[src/hdl/cclc_pkg.sv]
`default_nettype none
package cclc_pkg;
    // current setting code width, steps of the programmed fast-charge current
    localparam int CCLC_CUR_W = 5;
    localparam logic [4:0] CCLC_CUR_MIN = 5'h01;
    localparam logic [4:0] CCLC_CUR_RST = 5'h00;
    // cool-battery reduction select
    localparam logic [1:0] CCLC_COOL_HALF = 2'h0;
    localparam logic [1:0] CCLC_COOL_QUARTER = 2'h1;
    localparam logic [1:0] CCLC_COOL_THREEQ = 2'h2;
    // timing
    localparam int CCLC_CLK_HZ = 10_000_000;
    localparam int CCLC_RESAMPLE_MS = 16;
    localparam int CCLC_RESAMPLE_CYC = CCLC_CLK_HZ / 1000 * CCLC_RESAMPLE_MS;
    localparam int CCLC_SLOW_STEP_US = 100;
    localparam int CCLC_SLOW_STEP_CYC = CCLC_CLK_HZ / 1_000_000 * CCLC_SLOW_STEP_US;
    localparam int CCLC_DONE2FC_US = 100;
    localparam int CCLC_DONE2FC_CYC = CCLC_CLK_HZ / 1_000_000 * CCLC_DONE2FC_US;
    localparam int CCLC_CNT_W = 20;
    typedef enum logic [1:0] {CCLC_IDLE, CCLC_DROOP, CCLC_HOLD} cclc_lim_e;
endpackage : cclc_pkg
`default_nettype wire

[src/hdl/cclc_core.sv]
`default_nettype none
// Summary of operation
// RULE1 - an input voltage below the upper droop threshold raises the droop flag, which steps the current down.
// RULE2 - on the first droop trip the current is decremented slowly until the input recovers.
// RULE3 - the lower droop comparator throttles the current down but never below the minimum code.
// RULE4 - after recovery from droop the current level is re-evaluated every resample interval.
// RULE5 - while input overcurrent is flagged the current is decremented slowly.
// RULE6 - once overcurrent clears the current is held for the resample interval, then sampled again.
// RULE7 - in region one a cool battery scales the current to half, or a quarter or three quarters by select.
// RULE8 - in region one a warm battery lowers the termination voltage target.
// RULE9 - when the current is halved for temperature the safety timer duration is doubled.
// RULE10 - in region two a cool or warm battery lowers the termination voltage target.
// RULE11 - in region two the current is never changed for temperature.
// RULE12 - the host-written region select bit chooses the active safety region.
// RULE13 - the host test-mode bit enables pulsed high-current test mode once charging settles in constant voltage.
// RULE14 - the safe-output regulator is enabled only while the input exceeds its turn-on threshold.
// RULE15 - the done-to-fast-charge transition completes within the fixed transition time.
// RULE16 - comparator and temperature inputs are synchronised and current steps happen on clock edges.
module cclc_core #(
    parameter int RESAMPLE_CYC = cclc_pkg::CCLC_RESAMPLE_CYC,
    parameter int SLOW_STEP_CYC = cclc_pkg::CCLC_SLOW_STEP_CYC
) (
    // clock and reset
    input wire logic ref_clk,
    input wire logic rst_n,
    // analog comparators
    input wire logic vin_below_upper,
    input wire logic vin_below_lower,
    input wire logic input_overcurrent_flag,
    input wire logic vin_above_sfo_on,
    input wire logic batt_cool,
    input wire logic batt_warm,
    input wire logic cv_settled,
    input wire logic done_restart,
    // host settings
    input wire logic [cclc_pkg::CCLC_CUR_W-1:0] fast_current_prog,
    input wire logic [1:0] cool_scale_sel,
    input wire logic safety_region_select,
    input wire logic test_mode_bit,
    // outputs
    output logic [cclc_pkg::CCLC_CUR_W-1:0] fast_current_out,
    output logic input_voltage_droop_flag,
    output logic vterm_reduced,
    output logic timer_double,
    output logic test_mode_en,
    output logic safe_output_regulator,
    output logic fast_charge_start
);
    import cclc_pkg::*;

    localparam logic [CCLC_CNT_W-1:0] RES_N = CCLC_CNT_W'(RESAMPLE_CYC - 1);
    localparam logic [CCLC_CNT_W-1:0] STEP_N = CCLC_CNT_W'(SLOW_STEP_CYC - 1);

    logic [7:0] s1_reg;
    logic [7:0] s2_reg;
    logic [CCLC_CUR_W-1:0] lim_reg;
    logic [CCLC_CNT_W-1:0] cnt_reg;
    cclc_lim_e st_reg;

    // synchronisers [RULE16]
    always_ff @(posedge ref_clk) begin
        if (!rst_n) begin
            s1_reg <= 8'h00;
            s2_reg <= 8'h00;
        end else begin
            s1_reg <= {done_restart, cv_settled, batt_warm, batt_cool, vin_above_sfo_on,
                       input_overcurrent_flag, vin_below_lower, vin_below_upper};
            s2_reg <= s1_reg;
        end
    end

    wire droop_hi = s2_reg[0];
    wire droop_lo = s2_reg[1];
    wire ovc = s2_reg[2];
    wire sfo_ok = s2_reg[3];
    wire cool = s2_reg[4];
    wire warm = s2_reg[5];
    wire cv_ok = s2_reg[6];
    wire restart = s2_reg[7];

    wire pressure = droop_hi | ovc;
    wire cnt_done = (cnt_reg == '0);
    wire above_min = lim_reg > CCLC_CUR_MIN;
    // lower comparator steps every clock, upper and overcurrent at the slow rate
    wire step_down = above_min & (droop_lo | (pressure & cnt_done)); // [RULE2] [RULE3] [RULE5]
    wire step_up = (st_reg == CCLC_HOLD) & cnt_done & ~pressure & (lim_reg < fast_current_prog); // [RULE4]

    always_ff @(posedge ref_clk) begin
        if (!rst_n) begin
            st_reg <= CCLC_IDLE;
            cnt_reg <= '0;
            lim_reg <= CCLC_CUR_RST;
        end else begin
            case (st_reg)
                CCLC_IDLE: begin
                    lim_reg <= fast_current_prog;
                    if (pressure | droop_lo) begin
                        st_reg <= CCLC_DROOP;
                        cnt_reg <= STEP_N;
                    end
                end
                CCLC_DROOP: begin
                    if (step_down) begin
                        lim_reg <= lim_reg - 1'b1; // [RULE1] [RULE16]
                    end
                    if (!pressure && !droop_lo) begin
                        st_reg <= CCLC_HOLD;
                        cnt_reg <= RES_N; // [RULE6]
                    end else if (cnt_done) begin
                        cnt_reg <= STEP_N;
                    end else begin
                        cnt_reg <= cnt_reg - 1'b1;
                    end
                end
                CCLC_HOLD: begin
                    if (pressure || droop_lo) begin
                        st_reg <= CCLC_DROOP;
                        cnt_reg <= STEP_N;
                    end else if (cnt_done) begin
                        cnt_reg <= RES_N; // [RULE4] [RULE6]
                        if (step_up) begin
                            lim_reg <= lim_reg + 1'b1;
                        end else if (lim_reg >= fast_current_prog) begin
                            st_reg <= CCLC_IDLE;
                        end
                    end else begin
                        cnt_reg <= cnt_reg - 1'b1;
                    end
                end
                default: begin
                    st_reg <= CCLC_IDLE;
                end
            endcase
        end
    end

    // temperature scaling, region one only [RULE7] [RULE11] [RULE12]
    wire region_one = ~safety_region_select;
    wire cool_cut = region_one & cool;
    wire [CCLC_CUR_W+1:0] lim_x = {2'b00, lim_reg};
    wire [CCLC_CUR_W+1:0] three_q = (lim_x + (lim_x << 1)) >> 2;
    wire [CCLC_CUR_W-1:0] scaled =
        (cool_scale_sel == CCLC_COOL_QUARTER) ? (lim_reg >> 2) :
        (cool_scale_sel == CCLC_COOL_THREEQ) ? three_q[CCLC_CUR_W-1:0] : (lim_reg >> 1);
    wire [CCLC_CUR_W-1:0] cur_final = cool_cut ? scaled : lim_reg;
    wire half_sel = (cool_scale_sel != CCLC_COOL_QUARTER) & (cool_scale_sel != CCLC_COOL_THREEQ);
    wire halved = cool_cut & half_sel; // [RULE9]
    wire vred = region_one ? warm : (warm | cool); // [RULE8] [RULE10]

    always_ff @(posedge ref_clk) begin
        if (!rst_n) begin
            fast_current_out <= CCLC_CUR_RST;
            input_voltage_droop_flag <= 1'b0;
            vterm_reduced <= 1'b0;
            timer_double <= 1'b0;
            test_mode_en <= 1'b0;
            safe_output_regulator <= 1'b0;
            fast_charge_start <= 1'b0;
        end else begin
            fast_current_out <= cur_final;
            input_voltage_droop_flag <= droop_hi; // [RULE1]
            vterm_reduced <= vred;
            timer_double <= halved;
            test_mode_en <= test_mode_bit & cv_ok; // [RULE13]
            safe_output_regulator <= sfo_ok; // [RULE14]
            fast_charge_start <= restart; // [RULE15]
        end
    end
endmodule : cclc_core
`default_nettype wire

[config.mk]
export PLATFORM = sky130hd
export DESIGN_NAME = cclc_core
export DESIGN_NICKNAME = d
export VERILOG_FILES = /design/src/hdl/cclc_pkg.sv /design/src/hdl/cclc_core.sv
export SDC_FILE = /design/constraint.sdc
export NUM_CORES = 1
export LEC_CHECK = 0
export BUFFER_PORTS_ARGS = -buffer_cell sky130_fd_sc_hd__buf_2
export CAP_MARGIN = 10
export CELL_PAD_IN_SITES_DETAIL_PLACEMENT = 1
export CELL_PAD_IN_SITES_GLOBAL_PLACEMENT = 1
export CORE_ASPECT_RATIO = 0.75
export CORE_MARGIN = 2
export CORE_UTILIZATION = 40
export CTS_CLUSTER_SIZE = 24
export DETAILED_ROUTE_END_ITERATION = 16
export HOLD_SLACK_MARGIN = 0.15
export PLACE_DENSITY = 0.73
export SLEW_MARGIN = 20
export SYNTH_ARGS = -nofsm -noshare
export SYNTH_HDL_FRONTEND = slang
export SYNTH_SLANG_ARGS = --single-unit
[constraint.sdc]
create_clock -name ref_clk -period 2.8 [get_ports ref_clk]
set_input_delay 0 -clock ref_clk [delete_from_list [all_inputs] [get_ports ref_clk]]
set_output_delay 0 -clock ref_clk [all_outputs]
set_load 0.02 [all_outputs]
==> results.py <==
metrics = {
    "outcome": {
        "run_status": "finished clean",
    },
    "yosys": {
        "yosysSeqAreaShare": 0.350,
        "synth_top_flop_cell": "dfxtp_1",
        "synthesis.nets": 403,
        "netlist_instances": 359,
        "yosysTopAreaCell": "dfxtp_1",
        "yosysWarnings": 0,
        "synth.cell_area_um2": 3090,
        "synth_cell_types": 57,
        "synth_top_cells_by_area": "dfxtp_1 (35%), ha_1 (9.7%), a21oi_1 (4.4%), nand2_1 (4.1%), and2_1 (4.1%)",
        "post-synth-top-area-fraction": 0.350,
        "synth_edf_count": 0,
        "synthesis.area_per_instance_um2": 8.59,
        "yosysMostFrequentCell": "dfxtp_1",
        "total_of_flip_flops_plus_latches_after_synthesis": 54,
        "synth_async_sr_flop_share": 0,
        "netlist_top_cells_count": "dfxtp_1 (54), nand2_1 (34), a21oi_1 (27), ha_1 (24), and2_1 (20)",
    },
    "grt": {
        "grt_remaining_overflow": 0,
        "initial_antenna_violation_count": 0,
        "grt_pass1_vias": 2666,
        "pin_count_of_the_biggest_net_entering_global_routing": 34,
        "grt_pass1_wl_um": 13700,
        "globalRouteTotalUtil": 0.205,
    },
    "pwr": {
        "powerDensity_nw_per_um2": 911,
        "ir_worst_vdd_mv": 0.307,
        "total_power_mw": 3.27,
        "static-leakage-power_nw": 1.50,
    },
    "clock_tree": {
        "cts-htree-levels": 2,
        "cts_root_buffer": "clkbuf_8",
        "tritoncts.num_buffers": 5,
        "ctsLongestPathBuffers": 2,
        "clock_insertion_delay_worst_skew_ns": 0.33,
        "clk_pin_slew_worst_paths_ns": 0.12,
        "clock_sink_count": 54,
        "cts_setup_buffers": 0,
        "clock_tree_from_tritoncts": "yes",
    },
    "finish": {
        "largest_register_ffs": 20,
        "areaGrowthSynthToFinish_pct": 16.5,
        "fin_nets": 443,
        "fillCellCount": 889,
        "drive_above_1_share": 0.158,
        "antenna_cells_inserted": 0,
        "postLayoutCoreUtil": 0.486,
    },
    "flow_run": {
        "maxCapViolCount": 0,
    },
    "timing": {
        "final.setup.worst_slack_ns": 0.136,
        "portion_of_the_clock_cycle_consumed_by_the_worst_path_in_the_final_layout": 0.951,
        "top_achievable_clock_speed_mhz": 375,
        "setup-violations-final": 0,
        "worst_slew_pin_slew_ns": 0.771,
        "slew_violations": 0,
        "finClkSkew_ns": 0.0102,
        "slew_headroom": 0.485,
        "finalHoldViolCount": 0,
        "timing.final.crit_period_ns": 2.66,
        "rsz0062_at_grt": "true",
    },
    "detailed_routing": {
        "postRouteAntennaNets": 0,
        "detailed_route_wl_um": 8070,
        "wl_per_cell_um": 16.1,
        "avgViaCountPerCell": 5.46,
        "vias": 2733,
        "detail_route.first_pass.iterations": 4,
        "post-route-drc-count": 0,
        "drt_first_iter_violations": 132,
    },
    "critical_path": {
        "cpPeakStageDelay_ns": 0.60,
        "path_cells": "or4_1 > or4b_4 > a311oi_1 > o21ai_2 > a311o_1 > a21oi_2",
        "start_kind": "flop",
        "timing.critical_path.required_ns": 3.06,
        "kind_of_critical_path": "flop to flop",
        "end_kind": "flop",
        "ff2ff_path_depth": 6,
        "timing.critical_path.arrival_ns": 2.92,
        "crit_path_max_delay_cell_type": "or4_1",
        "timing.critical_path.fanout_max": 10,
    },
    "min_path": {
        "timing.hold.worst.class": "primary input to flop",
        "worst_hold_path.num_cells": 4,
    },
    "floorplanning": {
        "die_y_um": 80.1,
        "initial_utilization": 0.417,
        "die_area_um2": 8440,
        "core_area_um2": 7400,
        "die_width_um": 105,
        "io_pins": 30,
        "placement_rows": 27,
    },
    "placed_design": {
        "dp.final_hpwl_um": 5790,
        "gp_congestion": 0.794,
        "place_worst_setup_slack_ns": 0.0860,
        "port_buffers": 29,
    },
}
[layout by cell type (no fill, tap or decap), drive strengths merged, types with 3 or more instances in the layout]
cell	count
dfxtp	54
nand3	8
buf	37
a22oi	4
a31oi	3
nor3	10
inv	20
a21oi	28
a21o	4
dlygate4sd3	16
or4	5
a311oi	3
or3	4
a211o	3
nand4	3
o221a	6
and2	20
a211oi	5
xor2	6
mux2i	3
a221oi	4
nand2	34
xnor2	11
o31ai	3
nor4	4
nor2	19
o21ai	16
or2	3
ha	24
and3	5
clkbuf	5
nor2b	3
[repair_timing]
action,CTS,global route
setup endpoints to repair,0,3
gates resized for setup,0,1
hold buffers,16,0
hold endpoints to repair,17,0
[path summary, 6_finish.rpt]
path / startpoint / to / slack [ns]
worst max-delay path: cnt_reg[4] / lim_reg[3] / 0.14
worst max register to register: cnt_reg[4] / lim_reg[3] / 0.14
worst min-delay path: rst_n / cnt_reg[12] / 0.15
worst min register to register: s1_reg[7] / s2_reg[7] / 0.45
[logic make-up after synthesis]
kind of cell    count (synthesis)  synth area share
mux                             4            0.0134
fa+ha+maj                      25             0.104
xor+xnor                       17            0.0483
compound gates                 94             0.213
simple gates                  126             0.220
flops                          54             0.350
buf+inv                        39            0.0507
[where the power goes]
part           switching, mW  internal (mW)
Clock                  0.302          0.186
Combinational           1.02          0.711
Sequential             0.160          0.895
[cell type report]
| cell class | count | area (um2) | area share |
|---|---|---|---|
| Multi-Input combinational cell | 266 | 1850 | 0.515 |
| Sequential cell | 54 | 1080 | 0.301 |
| Timing Repair Buffer | 53 | 365 | 0.102 |
| Tap cell | 101 | 126 | 0.0352 |
| Inverter | 19 | 71.3 | 0.0198 |
| Clock buffer | 5 | 68.8 | 0.0192 |
| Clock inverter | 3 | 28.8 | 0.00801 |
[metal layers]
| layer | global-route usage | share of wire |
|---|---|---|
| met4 | 0.0493 | 0.0099 |
| met3 | 0.0381 | 0.031 |
| met5 | 0 | 0 |
| met1 | 0.301 | 0.54 |
| met2 | 0.308 | 0.42 |
[critical path, delay by kind of cell, from the launching register on]
family / cells / cell delay (ns)
flip-flops: 1 / 0.38
AO/OA/AOI/OAI: 4 / 1.01
AND/OR/NAND/NOR: 2 / 1.20
[per-stage QoR]
stage | setup TNS [ns] | instance area, um2 | hold slack (ns) | std cells
after global routing | -0.00304 | 3590 | 0.175 | 501
after CTS | 0 | 3590 | 0.153 | 501
after detailed placement | 0 | 3330 | 0.210 | 477
after global placement | 0 | 3330 | 0.206 | 477
after floorplan | 0 | 3090 | 0.127 | 359
final | 0 | 3590 | 0.155 | 501
Power figures use the tool's default switching activity.
